## src/esmc_pkg.sv

```systemverilog
// shared constants for the synchronous ethernet port control block
package esmc_pkg;
    // wishbone register byte offsets
    localparam logic [7:0] CTRL_OFS   = 8'h00;
    localparam logic [7:0] TXQL_OFS   = 8'h04;
    localparam logic [7:0] STATUS_OFS = 8'h08;
    localparam logic [7:0] COUNT_OFS  = 8'h0c;
    // control fields
    localparam int CTRL_SYNC_BIT = 0;
    localparam int CTRL_ESMC_BIT = 1;
    localparam int CTRL_QL_BIT   = 2;
    localparam logic [2:0] CTRL_RESET = 3'h0;
    localparam logic [3:0] TXQL_RESET = 4'h0;
    // status fields
    localparam int ST_CLKSEL_BIT = 0;
    localparam int ST_ESMC_BIT   = 1;
    localparam int ST_QL_BIT     = 2;
    localparam int ST_REFSEL_BIT = 3;
    localparam int ST_RXQL_LSB   = 8;
    // timing
    localparam longint CLK_PERIOD_NS = 10;
    localparam longint ONE_SEC_NS    = 1000000000;
    localparam int     SEC_CYCLES    = int'(ONE_SEC_NS / CLK_PERIOD_NS);
    localparam int     TICK_W        = 27;
    // asynchronous line rate, kept for reference by clock planning
    localparam int     LINE_FREQ_KHZ = 125000;
    localparam int     LINE_TOL_PPM  = 100;
    // slow protocol budget and frame layout
    localparam logic [3:0] SLOW_LIMIT    = 4'ha;
    localparam logic [47:0] SLOW_DA      = 48'h0180c2000002;
    localparam logic [15:0] SLOW_TYPE    = 16'h8809;
    localparam logic [7:0]  ESMC_SUBTYPE = 8'h0a;
    localparam logic [23:0] ITU_OUI      = 24'h0019a7;
    localparam logic [15:0] ITU_SUBTYPE  = 16'h0001;
    localparam logic [7:0]  ESMC_VER     = 8'h10;
    localparam logic [7:0]  QL_TLV_TYPE  = 8'h01;
    localparam logic [15:0] QL_TLV_LEN   = 16'h0004;
    localparam logic [3:0]  QL_DNU       = 4'hf;
    localparam logic [5:0]  SSM_IDX      = 6'h1b;
    localparam logic [5:0]  MATCH_IDX    = 6'h0e;
    localparam logic [5:0]  FRAME_LAST   = 6'h3b;
    // local source address, arbitrary value
    localparam logic [47:0] LOCAL_SA     = 48'h020000000001;

    typedef enum logic [0:0] {
        GEN_IDLE = 1'b0,
        GEN_SEND = 1'b1
    } gen_state_t;
endpackage

```

## src/sec_tick.sv

```systemverilog
// one-second tick generator
`timescale 1ns/1ns
`default_nettype none
module sec_tick
    import esmc_pkg::*;
#(
    parameter int PERIOD = SEC_CYCLES
)(
    // clock and reset
    input  wire logic clk_i,
    input  wire logic rst_i,
    // tick out
    output logic      tick_o
);
    logic [TICK_W-1:0] cnt_r;

    always_ff @(posedge clk_i)
    begin
        if (rst_i)
            cnt_r <= '0;
        else if (cnt_r == TICK_W'(PERIOD - 1))
            cnt_r <= '0;
        else
            cnt_r <= cnt_r + 1'b1;
    end

    always_ff @(posedge clk_i)
    begin
        if (rst_i)
            tick_o <= 1'b0;
        else
            tick_o <= (cnt_r == TICK_W'(PERIOD - 1));
    end
endmodule
`default_nettype wire

```

## src/pair_buf.sv

```systemverilog
// two-entry byte buffer with valid/ready on both sides
`timescale 1ns/1ns
`default_nettype none
module pair_buf (
    // clock and reset
    input  wire logic       clk_i,
    input  wire logic       rst_i,
    // fill side
    input  wire logic [8:0] in_data_i,
    input  wire logic       in_valid_i,
    output logic            in_ready_o,
    // drain side
    output logic [8:0]      out_data_o,
    output logic            out_valid_o,
    input  wire logic       out_ready_i
);
    logic [8:0] mem_r [2];
    logic       wp_r;
    logic       rp_r;
    logic [1:0] cnt_r;
    logic       push;
    logic       pop;

    assign in_ready_o  = (cnt_r != 2'h2);
    assign out_valid_o = (cnt_r != 2'h0);
    assign out_data_o  = mem_r[rp_r];
    assign push        = in_valid_i & in_ready_o;
    assign pop         = out_valid_o & out_ready_i;

    always_ff @(posedge clk_i)
    begin
        if (push)
            mem_r[wp_r] <= in_data_i;
    end

    always_ff @(posedge clk_i)
    begin
        if (rst_i)
        begin
            wp_r  <= 1'b0;
            rp_r  <= 1'b0;
            cnt_r <= 2'h0;
        end
        else
        begin
            wp_r  <= wp_r ^ push;
            rp_r  <= rp_r ^ pop;
            cnt_r <= cnt_r + {1'b0, push} - {1'b0, pop};
        end
    end
endmodule
`default_nettype wire

```

## src/esmc_port_ctrl.sv

```systemverilog
// synchronous ethernet user network port: clock select, esmc tx/rx, slow protocol budget
`timescale 1ns/1ns
`default_nettype none
module esmc_port_ctrl
    import esmc_pkg::*;
#(
    parameter int SEC_PERIOD = SEC_CYCLES
)(
    // clock and reset
    input  wire logic        clk_i,
    input  wire logic        rst_i,
    // wishbone slave
    input  wire logic        cyc_i,
    input  wire logic        stb_i,
    input  wire logic        we_i,
    input  wire logic [7:0]  adr_i,
    input  wire logic [3:0]  sel_i,
    input  wire logic [31:0] dat_i,
    output logic [31:0]      dat_o,
    output logic             ack_o,
    // clocking
    output logic             clk_sel_sync_o,
    output logic             ref_selectable_o,
    // other slow protocol clients
    input  wire logic        slow_req_i,
    output logic             slow_grant_o,
    // esmc transmit byte stream
    output logic [7:0]       tx_data_o,
    output logic             tx_last_o,
    output logic             tx_valid_o,
    input  wire logic        tx_ready_i,
    // receive byte stream
    input  wire logic [7:0]  rx_data_i,
    input  wire logic        rx_valid_i,
    input  wire logic        rx_last_i,
    // quality level seen from the peer
    output logic [3:0]       rx_ql_o
);
    logic [2:0]  ctrl_r;
    logic [3:0]  txql_r;
    logic        sync_on;
    logic        esmc_on;
    logic        ql_on;
    logic        tick;
    logic [3:0]  slow_cnt_r;
    logic        sent_r;
    logic        pend_r;
    logic        start;
    gen_state_t  state_r;
    logic [5:0]  tidx_r;
    logic [7:0]  tbyte;
    logic        bin_ready;
    logic        push;
    logic [8:0]  bout;
    logic [5:0]  ridx_r;
    logic        rmatch_r;
    logic [3:0]  rssm_r;
    logic [7:0]  rexp;
    logic        rx_end;
    logic [7:0]  tx_cnt_r;
    logic [7:0]  rx_cnt_r;
    logic [7:0]  drop_cnt_r;

    // the esmc enable bit is never read: esmc follows sync mode, forced on with it and off without it
    assign sync_on = ctrl_r[CTRL_SYNC_BIT];
    assign esmc_on = sync_on;
    assign ql_on   = sync_on & esmc_on;
    assign clk_sel_sync_o   = sync_on;
    assign ref_selectable_o = ~(sync_on & esmc_on);
    // no link aggregation state enters any of this logic

    // wishbone: one wait state, ack drops the cycle after it is given
    always_ff @(posedge clk_i)
    begin
        if (rst_i)
            ack_o <= 1'b0;
        else
            ack_o <= cyc_i & stb_i & ~ack_o;
    end

    always_ff @(posedge clk_i)
    begin
        if (rst_i)
        begin
            ctrl_r <= CTRL_RESET;
            txql_r <= TXQL_RESET;
        end
        else if (cyc_i & stb_i & we_i & ~ack_o & sel_i[0])
        begin
            if (adr_i == CTRL_OFS)
                ctrl_r <= dat_i[2:0];
            if (adr_i == TXQL_OFS)
                txql_r <= dat_i[3:0];
        end
    end

    always_ff @(posedge clk_i)
    begin
        if (rst_i)
            dat_o <= '0;
        else if (cyc_i & stb_i & ~we_i & ~ack_o)
        begin
            unique case (adr_i)
                CTRL_OFS:   dat_o <= {29'h0, ctrl_r};
                TXQL_OFS:   dat_o <= {28'h0, txql_r};
                STATUS_OFS: dat_o <= {20'h0, rx_ql_o, 4'h0, ref_selectable_o, ql_on, esmc_on, clk_sel_sync_o};
                COUNT_OFS:  dat_o <= {8'h0, drop_cnt_r, rx_cnt_r, tx_cnt_r};
                default:    dat_o <= '0;
            endcase
        end
    end

    sec_tick #(
        .PERIOD (SEC_PERIOD)
    ) u_tick (
        .clk_i  (clk_i),
        .rst_i  (rst_i),
        .tick_o (tick)
    );

    // one slot per second is held back for esmc so other clients cannot starve it
    assign start = pend_r & (state_r == GEN_IDLE) & (slow_cnt_r < SLOW_LIMIT);
    assign slow_grant_o = slow_req_i & ~start
                        & ((slow_cnt_r + {3'h0, esmc_on & ~sent_r}) < SLOW_LIMIT);

    always_ff @(posedge clk_i)
    begin
        if (rst_i)
            slow_cnt_r <= 4'h0;
        else if (tick)
            // a grant or start in the tick cycle is charged to the new second, never lost
            slow_cnt_r <= {3'h0, start} + {3'h0, slow_grant_o};
        else
            slow_cnt_r <= slow_cnt_r + {3'h0, start} + {3'h0, slow_grant_o};
    end

    always_ff @(posedge clk_i)
    begin
        if (rst_i)
        begin
            pend_r <= 1'b0;
            sent_r <= 1'b0;
        end
        else
        begin
            pend_r <= esmc_on & ~start & (tick | pend_r);
            sent_r <= start | (~tick & sent_r);
        end
    end

    always_ff @(posedge clk_i)
    begin
        if (rst_i)
        begin
            state_r <= GEN_IDLE;
            tidx_r  <= 6'h0;
        end
        else
        begin
            unique case (state_r)
                GEN_IDLE:
                begin
                    tidx_r <= 6'h0;
                    if (start)
                        state_r <= GEN_SEND;
                end
                GEN_SEND:
                begin
                    if (push)
                    begin
                        tidx_r <= tidx_r + 6'h1;
                        if (tidx_r == FRAME_LAST)
                            state_r <= GEN_IDLE;
                    end
                end
            endcase
        end
    end

    // frame content by byte index
    always_comb
    begin
        unique case (tidx_r)
            6'h00, 6'h01, 6'h02, 6'h03, 6'h04, 6'h05:
                tbyte = SLOW_DA[8'(6'h2f - 6'h08 * tidx_r) -: 8];
            6'h06, 6'h07, 6'h08, 6'h09, 6'h0a, 6'h0b:
                tbyte = LOCAL_SA[8'(6'h2f - 6'h08 * (tidx_r - 6'h06)) -: 8];
            6'h0c:   tbyte = SLOW_TYPE[15:8];
            6'h0d:   tbyte = SLOW_TYPE[7:0];
            6'h0e:   tbyte = ESMC_SUBTYPE;
            6'h0f:   tbyte = ITU_OUI[23:16];
            6'h10:   tbyte = ITU_OUI[15:8];
            6'h11:   tbyte = ITU_OUI[7:0];
            6'h12:   tbyte = ITU_SUBTYPE[15:8];
            6'h13:   tbyte = ITU_SUBTYPE[7:0];
            6'h14:   tbyte = ESMC_VER;
            6'h18:   tbyte = QL_TLV_TYPE;
            6'h19:   tbyte = QL_TLV_LEN[15:8];
            6'h1a:   tbyte = QL_TLV_LEN[7:0];
            6'h1b:   tbyte = {4'h0, ql_on ? txql_r : QL_DNU};
            default: tbyte = 8'h00;
        endcase
    end

    assign push = (state_r == GEN_SEND) & bin_ready;

    pair_buf u_buf (
        .clk_i       (clk_i),
        .rst_i       (rst_i),
        .in_data_i   ({tidx_r == FRAME_LAST, tbyte}),
        .in_valid_i  (state_r == GEN_SEND),
        .in_ready_o  (bin_ready),
        .out_data_o  (bout),
        .out_valid_o (tx_valid_o),
        .out_ready_i (tx_ready_i)
    );
    assign tx_data_o = bout[7:0];
    assign tx_last_o = bout[8];

    // receive parser: header match through the subtype, then the quality byte
    always_comb
    begin
        unique case (ridx_r)
            6'h00, 6'h01, 6'h02, 6'h03, 6'h04, 6'h05:
                rexp = SLOW_DA[8'(6'h2f - 6'h08 * ridx_r) -: 8];
            6'h0c:   rexp = SLOW_TYPE[15:8];
            6'h0d:   rexp = SLOW_TYPE[7:0];
            6'h0e:   rexp = ESMC_SUBTYPE;
            default: rexp = rx_data_i;
        endcase
    end

    assign rx_end = rx_valid_i & rx_last_i;

    always_ff @(posedge clk_i)
    begin
        if (rst_i)
        begin
            ridx_r   <= 6'h0;
            rmatch_r <= 1'b1;
            rssm_r   <= 4'h0;
        end
        else if (rx_valid_i)
        begin
            ridx_r   <= rx_last_i ? 6'h0 : ((ridx_r == 6'h3f) ? ridx_r : ridx_r + 6'h1);
            rmatch_r <= rx_last_i | (rmatch_r & (rx_data_i == rexp));
            if (ridx_r == SSM_IDX)
                rssm_r <= rx_data_i[3:0];
        end
    end

    // a frame counts only if it ran at least one byte past the quality byte
    always_ff @(posedge clk_i)
    begin
        if (rst_i)
        begin
            rx_ql_o    <= QL_DNU;
            rx_cnt_r   <= 8'h0;
            drop_cnt_r <= 8'h0;
        end
        else if (rx_end & rmatch_r & (ridx_r > SSM_IDX))
        begin
            if (esmc_on)
            begin
                rx_cnt_r <= rx_cnt_r + 8'h1;
                if (ql_on)
                    rx_ql_o <= rssm_r;
            end
            else
                drop_cnt_r <= drop_cnt_r + 8'h1;
        end
    end

    always_ff @(posedge clk_i)
    begin
        if (rst_i)
            tx_cnt_r <= 8'h0;
        else if (start)
            tx_cnt_r <= tx_cnt_r + 8'h1;
    end
endmodule
`default_nettype wire

```

## config.mk

```make
export PLATFORM = sky130hd
export DESIGN_NAME = esmc_port_ctrl
export DESIGN_NICKNAME = d
export VERILOG_FILES = /design/src/esmc_pkg.sv /design/src/sec_tick.sv /design/src/pair_buf.sv /design/src/esmc_port_ctrl.sv
export SDC_FILE = /design/constraint.sdc
export NUM_CORES = 1
export LEC_CHECK = 0
export ABC_AREA = 1
export BUFFER_PORTS_ARGS = -buffer_cell sky130_fd_sc_hd__buf_2
export CORE_MARGIN = 1
export CORE_UTILIZATION = 57
export DETAILED_ROUTE_END_ITERATION = 8
export PLACE_DENSITY = 0.81
export SLEW_MARGIN = 20
export SYNTH_ARGS = -nofsm -noshare
export SYNTH_HDL_FRONTEND = slang
export SYNTH_SLANG_ARGS = --single-unit
```

## constraint.sdc

```tcl
create_clock -name clk_i -period 2.87 [get_ports clk_i]
set_clock_uncertainty 0.05 [all_clocks]
set_input_delay 0.1435 -clock clk_i [delete_from_list [all_inputs] [get_ports clk_i]]
set_output_delay 0.1435 -clock clk_i [all_outputs]
set_load 0.01 [all_outputs]
```

After elaboration in Yosys (flattened, before gate mapping) --
Memory sizes are Yosys's and may differ from the RTL's. A register that Yosys moved wholly into a read port is not among the register bits. Index checks and enable logic that the tools add are counted.
Storage, ports and cells: flip-flop bits (word level) 124, latch bits 0, RAM bits 18, ROM bits 0, bits of input ports 61, output and inout bits 50, memories 1
Memories:
- u_buf.mem_r | depth 2, width 9, rd ports 1, clocked after memory_dff 1, write ports 1, RTL line pair_buf.sv:17 | logic [8:0] mem_r [2];
Operators by class: $add $sub $neg 16, $mul 0, div/mod/pow operators 0, order comparisons 3, equality and inequality tests 40, shift-type cells 3, mux-type cells 16, bitwise operators 33, reductions and logical operators 15
Operators by type and width (count):
- 55-bit by 9-bit indexed part select with 8-bit output (first input constant) | 3
- 24-bit case mux with 4 select lines | 1
- 8-bit case mux with 11 select lines | 1
- 6-bit by 4-bit equality test with 1-bit output (second input constant) | 10
- 6-bit by 5-bit equality test with 1-bit output (second input constant) | 8
- 6-bit by 3-bit equality test with 1-bit output (second input constant) | 6
- 8-bit case mux with 4 select lines | 1
- 27-bit by 1-bit adder with 27-bit output (second input constant) | 1
- 27-bit equality test (second input constant) | 1
- 8-bit by 1-bit adder with 8-bit output (second input constant) | 3
- 6-bit by 2-bit equality test with 1-bit output (second input constant) | 4
- 6-bit by 8-bit subtractor with 8-bit output (first input constant) | 3
- 1-bit bitwise AND | 21
- 6-bit 2-to-1 mux | 3
- 6-bit OR reduction | 3
- 8-bit by 4-bit equality test with 1-bit output (second input constant) | 2
- 4-bit by 1-bit adder with 4-bit output | 3
- 6-bit by 1-bit adder with 6-bit output (second input constant) | 2
- 6-bit by 1-bit equality test with 1-bit output (second input constant) | 2
- 6-bit equality test (second input constant) | 2
- 6-bit zero test | 2
- 6-bit case mux with 2 select lines | 1
- 2-bit AND reduction | 6
- 8-bit by 3-bit equality test with 1-bit output (second input constant) | 1
- 18 further kinds | 36

Depth between registers and ports, before layout --
Gate-level depths: netlist (run 1).
depth after elaboration 8, mapped depth 17, gate-level depth less buffers 17

Modules after synthesis --
Synthesis (run 1) repeated with hierarchy kept, for this count alone.
Second synthesis, totals: cell total of the unflattened synthesis 926, area total of the unflattened synthesis 6919.1 um^2
Modules (own cells, without submodules):
- esmc_port_ctrl | instances 1, cells each 640, area an instance 4485.6 um^2, seq. area each 1681.6 um^2
- sec_tick | instances 1, cells each 224, area an instance 1515.2 um^2, seq. area each 560.5 um^2
- pair_buf | instances 1, cells each 62, area an instance 918.4 um^2, seq. area each 620.6 um^2

Worst setup path after synthesis (run 1) --
OpenSTA, ideal clock, no wires.
kind register to register, start register ctrl_r[0], end register slow_cnt_r[1], setup time 0.116 ns, arrival time 2.571 ns, data required time 2.704 ns, path slack 0.133 ns, cell stages (with the launch flop) 12, path buffers 0, cell sequence dfxtp_1 -> clkinv_1 -> nor3_1 -> ha_1 -> o21ai_0 -> and3_1 -> inv_1 -> fa_1 -> inv_1 -> ha_1 -> o21ai_0 -> nor2_1
Between the ends: longest elaborated chain between the ends 6
Ends and longest elaborated chain:
- start: declaration | RTL line esmc_port_ctrl.sv:39 | logic [2:0] ctrl_r;
- start signal: assignment | RTL line esmc_port_ctrl.sv:91 | ctrl_r <= dat_i[2:0];
- 1-bit bitwise AND * | RTL line esmc_port_ctrl.sv:124 | & ((slow_cnt_r + {3'h0, esmc_on & ~sent_r}) < SLOW_LIMIT);
- 4-bit by 1-bit adder with 4-bit output * | RTL line esmc_port_ctrl.sv:124
- 4-bit < comparator * | RTL line esmc_port_ctrl.sv:124
- 1-bit bitwise AND * | RTL line esmc_port_ctrl.sv:124
- net slow_grant_o | RTL line esmc_port_ctrl.sv:26 | output logic slow_grant_o,
- 4-bit by 1-bit adder with 4-bit output or 1-bit by 1-bit adder with 2-bit output (tied branches) | RTL line esmc_port_ctrl.sv:134, esmc_port_ctrl.sv:132
- 4-bit 2-to-1 mux * | RTL line esmc_port_ctrl.sv:130 | else if (tick)
- end signal: assignment | RTL line esmc_port_ctrl.sv:132 | slow_cnt_r <= {3'h0, start} + {3'h0, slow_grant_o};
- end signal: assignment | RTL line esmc_port_ctrl.sv:134 | slow_cnt_r <= slow_cnt_r + {3'h0, start} + {3'h0, slow_grant_o};
- end: declaration | RTL line esmc_port_ctrl.sv:45 | logic [3:0] slow_cnt_r;
The timed path passes the listed nets; every way through them passes the cells marked *. A chain may end at the register's enable or synchronous reset.

Final worst setup path (run 1) --
start register ctrl_r[0], end register slow_cnt_r[1]
Between the ends: longest elaborated chain between the ends 6
Ends and longest elaborated chain (RTL line):
- 1-bit bitwise AND * | esmc_port_ctrl.sv:124
- 4-bit by 1-bit adder with 4-bit output * | esmc_port_ctrl.sv:124
- 4-bit < comparator * | esmc_port_ctrl.sv:124
- 1-bit bitwise AND * | esmc_port_ctrl.sv:124
- 4-bit by 1-bit adder with 4-bit output or 1-bit by 1-bit adder with 2-bit output (tied branches) | esmc_port_ctrl.sv:134, esmc_port_ctrl.sv:132
- 4-bit 2-to-1 mux * | esmc_port_ctrl.sv:130
Every way passes the cells marked *; elsewhere a longest branch is shown, timed or not.

==> flow_summary_export.csv, run 1 <==
group,metric,value,unit
status,outcome,"completed",
clocking,worst_skew_pair.late_latency,0.42,ns
finish,n_antenna_cell,0,
logic_synthesis,ys_seq_elements,134,
clocking,number_of_buffers_created_by_cts,17,
clocking,cts-resized-gates,0,
floorplan,fp-row-count,39,
worst_setup_path,worstPathArrival,2.77,ns
finish,fin_nets,1050,
placement,gp_congestion,0.8879,
logic_synthesis,synth.yosys.seq_area_share,42.59,%
worst_setup_path,critPathMaxFanout,3,
floorplan,die_h,110.6,um
finish,drive_gt1_share,14.43,%
placement,place.port_buffers,71,
floorplan,die_w,110.6,um
floorplan,coreArea,0.01147,mm^2
drt,drtAntennaViolNets,0,
clocking,clock-root-buffer,"sky130_fd_sc_hd__clkbuf_16",
clocking,post_cts_buffers,0,
placement,placed_area,0.007194,mm^2
drt,detailedRoute.firstPassIterationCount,6,
logic_synthesis,postSynthAreaPerCell,7.638,um^2
clocking,clkTransAtPathRegs,0.06,ns
worst_setup_path,crit_family,"adder cells",
worst_setup_path,crit_buf_inv,3,
drt,route.detailed.wl_per_inst,13.16,um
drt,detailedRoute.firstIterationViolations,446,
job,cap_viol_max_count,0,
clocking,cts_hold_buf,9,
logic_synthesis,netlist_area,0.006721,mm^2
finish,fillers,939,
timing,period_needed,2.516,ns
timing,achievable-frequency,397.5,MHz
logic_synthesis,synth-warning-count,0,
finish,postLayoutCellArea,0.007914,mm^2
worst_setup_path,slowest_stage,"sky130_fd_sc_hd__fa_1",
clocking,numClockSinks,134,
worst_setup_path,reg2reg_from,"ctrl_r[0]",
floorplan,die-area,0.01223,mm^2
worst_setup_path,reg2regPathDepth,11,
worst_setup_path,setup.worst_path.class,"reg2reg",
worst_setup_path,worstSetupPathDepth,11,
power_and_ir_drop,powerDensity,568.0,mW/mm^2
worst_setup_path,timing.critical_path.from,"ctrl_r[0]",
logic_synthesis,synth_enable_flop_cells,18,
drt,vias_per_cell,5.389,
timing,final.period_utilization,87.65,%
logic_synthesis,synth_flop_cell,"sky130_fd_sc_hd__dfxtp_1",
timing,worst_pin_slew,0.8007,ns
timing,timing.final.hold_violations,0,
drt,via_count,6036,
worst_setup_path,cells_along_the_critical_path,"clkinv_1, nor3_1, ha_1, o21ai_0, and3_1, inv_1, fa_1, inv_1, ha_1, o21ai_0, nor2_1",
worst_setup_path,crit_required,3.13,ns
min_path,hold_path_depth,5,
worst_setup_path,critPathMaxStageDelay,0.41,ns
min_path,start_point_of_the_worst_min_delay_path,"cyc_i",
drt,drc,0,
global_route,grt_antenna_before_repair,0,
drt,wl,14.74,mm
power_and_ir_drop,peakVddDrop,0.0004186,V
power_and_ir_drop,power_leakage,0.003238,uW
timing,max_slew_margin,46.13,%
timing,slew_viol_final,0,
timing,timing.final.setup_violations,0,
clocking,tritoncts,"done",
global_route,track_usage,25.10,%
timing,tns,0,ns
floorplan,i_o_pin_total,111,
logic_synthesis,synth_cell_types,49,
floorplan,start_util,58.61,%
global_route,grt_max_degree,54,
finish,syn_to_final_growth,17.74,%
power_and_ir_drop,total_chip_power,4495,uW
min_path,hold_class,"in2reg",
logic_synthesis,synth_async_sr_flop_share,0,%
placement,half_perimeter_wire_length_after_placement,10.36,mm
global_route,number_of_global_route_vias_before_repair,5620,
worst_setup_path,worst_setup_path_start_kind,"flip-flop",
worst_setup_path,worstSetupEndpointType,"flip-flop",
clocking,clk_path_buf_depth,2,
logic_synthesis,synth_instances,880,
timing,rsz0062_at_grt,"no",
global_route,overflow,0,
clocking,cts.htree.levels,4,
global_route,first_pass_grt_wire_length,25.19,mm
[power by group]
part / internal, uW / leakage, uW / switching, uW
clock network: 1500 / 0.000297 / 792
registers: 1910 / 0.00110 / 20.8
logic: 97.5 / 0.00184 / 174
total: 3510 / 0.00324 / 987
[tightest hold or removal path, stage by stage]
cell                      delay [ns]
sky130_fd_sc_hd__buf_2          0.10
sky130_fd_sc_hd__nand2_1        0.05
sky130_fd_sc_hd__nor2_1         0.04
sky130_fd_sc_hd__inv_1          0.06
sky130_fd_sc_hd__nor2_1         0.04
[cell usage in the layout (no fill, tap or decap), types with 4 or more instances in the layout]
cell type / n
sky130_fd_sc_hd__a211oi_1: 6
sky130_fd_sc_hd__a21oi_1: 78
sky130_fd_sc_hd__a31oi_1: 4
sky130_fd_sc_hd__and3_1: 6
sky130_fd_sc_hd__buf_2: 71
sky130_fd_sc_hd__buf_4: 9
sky130_fd_sc_hd__bufinv_16: 4
sky130_fd_sc_hd__clkbuf_16: 18
sky130_fd_sc_hd__clkinvlp_4: 4
sky130_fd_sc_hd__conb_1: 8
sky130_fd_sc_hd__dfxtp_1: 116
sky130_fd_sc_hd__dlygate4sd3_1: 9
sky130_fd_sc_hd__edfxtp_1: 18
sky130_fd_sc_hd__ha_1: 23
sky130_fd_sc_hd__inv_1: 119
sky130_fd_sc_hd__inv_2: 4
sky130_fd_sc_hd__nand2_1: 154
sky130_fd_sc_hd__nand3_1: 56
sky130_fd_sc_hd__nand4_1: 20
sky130_fd_sc_hd__nor2_1: 75
sky130_fd_sc_hd__nor3_1: 40
sky130_fd_sc_hd__nor3_2: 5
sky130_fd_sc_hd__nor3b_1: 6
sky130_fd_sc_hd__nor4_1: 5
sky130_fd_sc_hd__o211ai_1: 5
sky130_fd_sc_hd__o21a_1: 5
sky130_fd_sc_hd__o21ai_0: 45
sky130_fd_sc_hd__o22ai_1: 4
sky130_fd_sc_hd__xnor2_1: 6
sky130_fd_sc_hd__xor2_1: 13
[cell usage after synthesis, types with 4 or more instances]
| master | number | area (um^2) |
|---|---|---|
| sky130_fd_sc_hd__buf_4 | 8 | 60.06 |
| sky130_fd_sc_hd__nand4_1 | 20 | 125.1 |
| sky130_fd_sc_hd__a21oi_1 | 78 | 390.4 |
| sky130_fd_sc_hd__nor3_1 | 40 | 200.2 |
| sky130_fd_sc_hd__ha_1 | 23 | 287.8 |
| sky130_fd_sc_hd__o21ai_0 | 45 | 225.2 |
| sky130_fd_sc_hd__edfxtp_1 | 18 | 540.5 |
| sky130_fd_sc_hd__nor2_1 | 75 | 281.5 |
| sky130_fd_sc_hd__o22ai_1 | 4 | 25.02 |
| sky130_fd_sc_hd__o211ai_1 | 5 | 37.54 |
| sky130_fd_sc_hd__a31oi_1 | 4 | 25.02 |
| sky130_fd_sc_hd__dfxtp_1 | 116 | 2322 |
| sky130_fd_sc_hd__nand2_1 | 154 | 578.1 |
| sky130_fd_sc_hd__buf_2 | 4 | 20.02 |
| sky130_fd_sc_hd__clkbuf_1 | 17 | 63.81 |
| sky130_fd_sc_hd__nor3b_1 | 6 | 45.04 |
| sky130_fd_sc_hd__o21a_1 | 5 | 37.54 |
| sky130_fd_sc_hd__xnor2_1 | 6 | 52.55 |
| sky130_fd_sc_hd__xor2_1 | 13 | 113.9 |
| sky130_fd_sc_hd__inv_1 | 119 | 446.7 |
| sky130_fd_sc_hd__inv_2 | 4 | 15.01 |
| sky130_fd_sc_hd__nor3_2 | 5 | 50.05 |
| sky130_fd_sc_hd__nand3_1 | 56 | 280.3 |
| sky130_fd_sc_hd__and3_1 | 6 | 37.54 |
| sky130_fd_sc_hd__a211oi_1 | 6 | 45.04 |
| sky130_fd_sc_hd__nor4_1 | 5 | 31.28 |
[registers in the layout, indices dropped and copies added, names as in the netlist, 6 cells and up]
register and count:
u_tick.cnt_r 27, dat_o 24, u_buf.mem_r 18, drop_cnt_r 8, rx_cnt_r 8, tx_cnt_r 8
ridx_r 6, tidx_r 6
[final timing paths]
path | end | slack, ns
max | slow_cnt_r[1] | 0.35
min | ack_o | 0.01
max reg2reg | slow_cnt_r[1] | 0.35
min reg2reg | u_tick.cnt_r[0] | 0.41
[metal layers]
layer,GRT usage (%),share of wire [%],vias to the layer above
li1,-,-,3095
met1,31.60,46,2765
met2,42.65,48,155
met3,4.610,4.2,21
met4,9.511,1.7,0
met5,0,0,-
[cell families (layout without fill, tap and decap cells)]
group / count (synthesis) / count (layout) / synth area share (%)
compound gates: 160 / 160 / 13.24
xor+xnor: 19 / 19 / 2.476
fa+ha+maj: 24 / 24 / 4.579
buf+inv: 154 / 244 / 9.233
flops: 134 / 134 / 42.59
other cells: 1 / 8 / 0.05579
simple gates: 388 / 388 / 27.83
[area by class of cell]
type,instances,area [um^2],share of cell area [%]
clock buffers,19,454.2,5.739
clock inverters,12,175.2,2.213
inverters,124,465.4,5.881
multi-input cells,599,3264,41.25
flip-flops and latches,134,2863,36.17
well taps,143,178.9,2.261
repair buffers,89,513.0,6.482
[metrics by stage]
step           setup slack (ns)  util, %  instances  hold WS, ns
2_1_floorplan            0.1331        -        887       0.2408
3_3_place_gp             0.4552    62.74       1080       0.3707
3_5_place_dp             0.3981    62.74       1080       0.3797
4_1_cts                  0.3737    69.01       1120     0.004928
5_1_grt                  0.2061    69.01       1120      0.02544
6_report                 0.3544    69.01       1120      0.01293
Note: power is estimated with default switching activity, not from simulation.
==> inputs of run 2 (changes only) <==
--- a/config.mk
+++ b/config.mk
@@ -7,10 +7,12 @@
 export LEC_CHECK = 0
 export ABC_AREA = 1
 export BUFFER_PORTS_ARGS = -buffer_cell sky130_fd_sc_hd__buf_2
+export CELL_PAD_IN_SITES_DETAIL_PLACEMENT = 0
+export CELL_PAD_IN_SITES_GLOBAL_PLACEMENT = 1
 export CORE_MARGIN = 1
-export CORE_UTILIZATION = 57
+export CORE_UTILIZATION = 41
 export DETAILED_ROUTE_END_ITERATION = 8
-export PLACE_DENSITY = 0.81
+export PLACE_DENSITY_LB_ADDON = 0.1
 export SLEW_MARGIN = 20
 export SYNTH_ARGS = -nofsm -noshare
 export SYNTH_HDL_FRONTEND = slang
==> run 2 against run 1 <==
  * Largest power group unchanged
  * Maximum frequency increased by 1.8%
  * Final area rose by 1.7%
  * Via count down 1.2%
  * Worst hold slack gained 0.047 ns
  * Die area grew 38%
  * Largest cell class unchanged
==> flow_summary_export.csv, run 2 (same netlist as run 1, synthesis figures left out) <==
group,metric,value,unit
status,outcome,"completed",
timing,rsz0062_at_grt,"no",
worst_setup_path,slowest_stage,"sky130_fd_sc_hd__fa_1",
placement,half_perimeter_wire_length_after_placement,11.14,mm
drt,via_count,5964,
min_path,hold_class,"in2reg",
worst_setup_path,cells_along_the_critical_path,"clkinv_1, nor3_1, ha_1, o21ai_0, and3_1, inv_1, fa_1, inv_1, ha_1, o21ai_0, nor2_1",
global_route,grt_antenna_before_repair,0,
finish,largest_register_ffs,27,
worst_setup_path,crit_family,"adder cells",
timing,timing.final.setup_violations,0,
clocking,clock-root-buffer,"sky130_fd_sc_hd__clkbuf_16",
drt,vias_per_cell,4.982,
min_path,hold_path_depth,4,
drt,detailedRoute.firstIterationViolations,314,
placement,place.port_buffers,71,
worst_setup_path,critPathMaxFanout,3,
worst_setup_path,worst_setup_path_start_kind,"flip-flop",
clocking,worst_skew_pair.late_latency,0.41,ns
min_path,start_point_of_the_worst_min_delay_path,"rx_last_i",
floorplan,fp-row-count,46,
floorplan,i_o_pin_total,111,
placement,gp_congestion,0.8341,
drt,detailedRoute.firstPassIterationCount,5,
worst_setup_path,setup.worst_path.class,"reg2reg",
drt,drc,0,
drt,drtAntennaViolNets,0,
finish,mostFrequentLayoutCell,"sky130_fd_sc_hd__nand2_1",
job,cap_viol_max_count,0,
timing,timing.final.hold_violations,0,
clocking,clk_path_buf_depth,2,
finish,syn_to_final_growth,19.75,%
worst_setup_path,crit_buf_inv,3,
floorplan,die_h,130.0,um
finish,drive_gt1_share,14.58,%
worst_setup_path,worstPathArrival,2.73,ns
timing,worst_pin_slew,0.8503,ns
finish,layout_top_registers,"u_tick.cnt_r (27), dat_o (24), u_buf.mem_r (18)",
clocking,post_cts_buffers,0,
floorplan,start_util,42.16,%
worst_setup_path,crit_required,3.13,ns
clocking,number_of_buffers_created_by_cts,17,
global_route,first_pass_grt_wire_length,25.22,mm
worst_setup_path,timing.critical_path.from,"ctrl_r[0]",
floorplan,coreArea,0.01594,mm^2
timing,fin_worst_hold_slack,0.05991,ns
global_route,number_of_global_route_vias_before_repair,5617,
power_and_ir_drop,total_chip_power,4525,uW
placement,pre_cts_slack,0.3495,ns
global_route,grt_max_degree,54,
timing,final.period_utilization,86.06,%
floorplan,die_w,130.0,um
drt,route.detailed.wl_per_inst,12.65,um
timing,slew_viol_final,0,
placement,placed_area,0.007286,mm^2
finish,n_antenna_cell,0,
worst_setup_path,worstSetupEndpointType,"flip-flop",
drt,wl,15.14,mm
worst_setup_path,regToRegSetupSlack,0.40,ns
timing,fin_ws,0.4000,ns
min_path,worst_hold_path.endpoint,"ridx_r[0]",
clocking,numClockSinks,134,
clocking,cts-resized-gates,0,
power_and_ir_drop,power_leakage,0.003262,uW
global_route,track_usage,18.93,%
finish,largest-register,"u_tick.cnt_r",
worst_setup_path,reg2regPathDepth,11,
finish,mostFrequentLayoutCells,"154 x sky130_fd_sc_hd__nand2_1, 119 x sky130_fd_sc_hd__inv_1, 116 x sky130_fd_sc_hd__dfxtp_1",
worst_setup_path,reg2reg_from,"ctrl_r[0]",
global_route,overflow,0,
timing,period_needed,2.470,ns
clocking,cts.htree.levels,4,
timing,max_slew_margin,42.79,%
worst_setup_path,rr_endpoint,"slow_cnt_r[1]",
finish,postLayoutCellArea,0.008049,mm^2
worst_setup_path,critPathMaxStageDelay,0.41,ns
power_and_ir_drop,peakVddDrop,0.0003871,V
timing,tns,0,ns
clocking,clkTransAtPathRegs,0.06,ns
finish,fin_nets,1053,
clocking,tritoncts,"done",
power_and_ir_drop,powerDensity,562.2,mW/mm^2
floorplan,die-area,0.01691,mm^2
timing,achievable-frequency,404.9,MHz
[run 2: metrics by stage]
stage | utilization (%) | cells
floorplan | - | 887
global placement | 45.70 | 1153
detailed placement | 45.70 | 1153
CTS | 50.49 | 1197
global route | 50.49 | 1197
finish | 50.49 | 1197
[run 2: final cells by class]
class,instances,area (um^2)
multi-input cells,599,3264
well taps,216,270.3
repair buffers,92,543.0
inverters,124,465.4
fillers,1569,7894
clock buffers,19,475.5
clock inverters,13,167.7
flip-flops and latches,134,2863
[run 2: report_power, final]
| group | leakage [uW] | switching (uW) | internal (uW) |
|---|---|---|---|
| clock | 0.000310 | 843 | 1480 |
| combinational | 0.00185 | 172 | 100 |
| sequential | 0.00110 | 19.5 | 1910 |
[run 2: timing repair]
item | in CTS | in global routing
endpoints found under the setup margin | 0 | 0
hold buffers | 12 | 0
endpoints found under the hold margin | 14 | 0
[run 2: worst max path at each step]
stage / endpoint / slack [ns] / cells after the start
finish: slow_cnt_r[1] / 0.40 / 11
global route: slow_cnt_r[1] / 0.20 / 11
CTS: slow_cnt_r[1] / 0.35 / 11
detailed placement: slow_cnt_r[1] / 0.35 / 11
global placement: slow_cnt_r[1] / 0.44 / 11
floorplan: slow_cnt_r[1] / 0.13 / 11
[run 2: worst register-to-register path, cell delays in order, from the launching register on]
cell and delay [ns]:
sky130_fd_sc_hd__dfxtp_1 0.33, sky130_fd_sc_hd__clkinv_1 0.08, sky130_fd_sc_hd__nor3_1 0.29, sky130_fd_sc_hd__ha_1 0.29, sky130_fd_sc_hd__o21ai_0 0.13, sky130_fd_sc_hd__and3_1 0.21
sky130_fd_sc_hd__inv_1 0.07, sky130_fd_sc_hd__fa_1 0.41, sky130_fd_sc_hd__inv_1 0.08, sky130_fd_sc_hd__ha_1 0.22, sky130_fd_sc_hd__o21ai_0 0.15, sky130_fd_sc_hd__nor2_1 0.05
[run 2: per-layer routing]
metal | global-route usage (%) | wire, um
met5 | 0 | 0
met4 | 7.661 | 226
met3 | 3.321 | 516
met2 | 31.54 | 7011
met1 | 24.25 | 7391
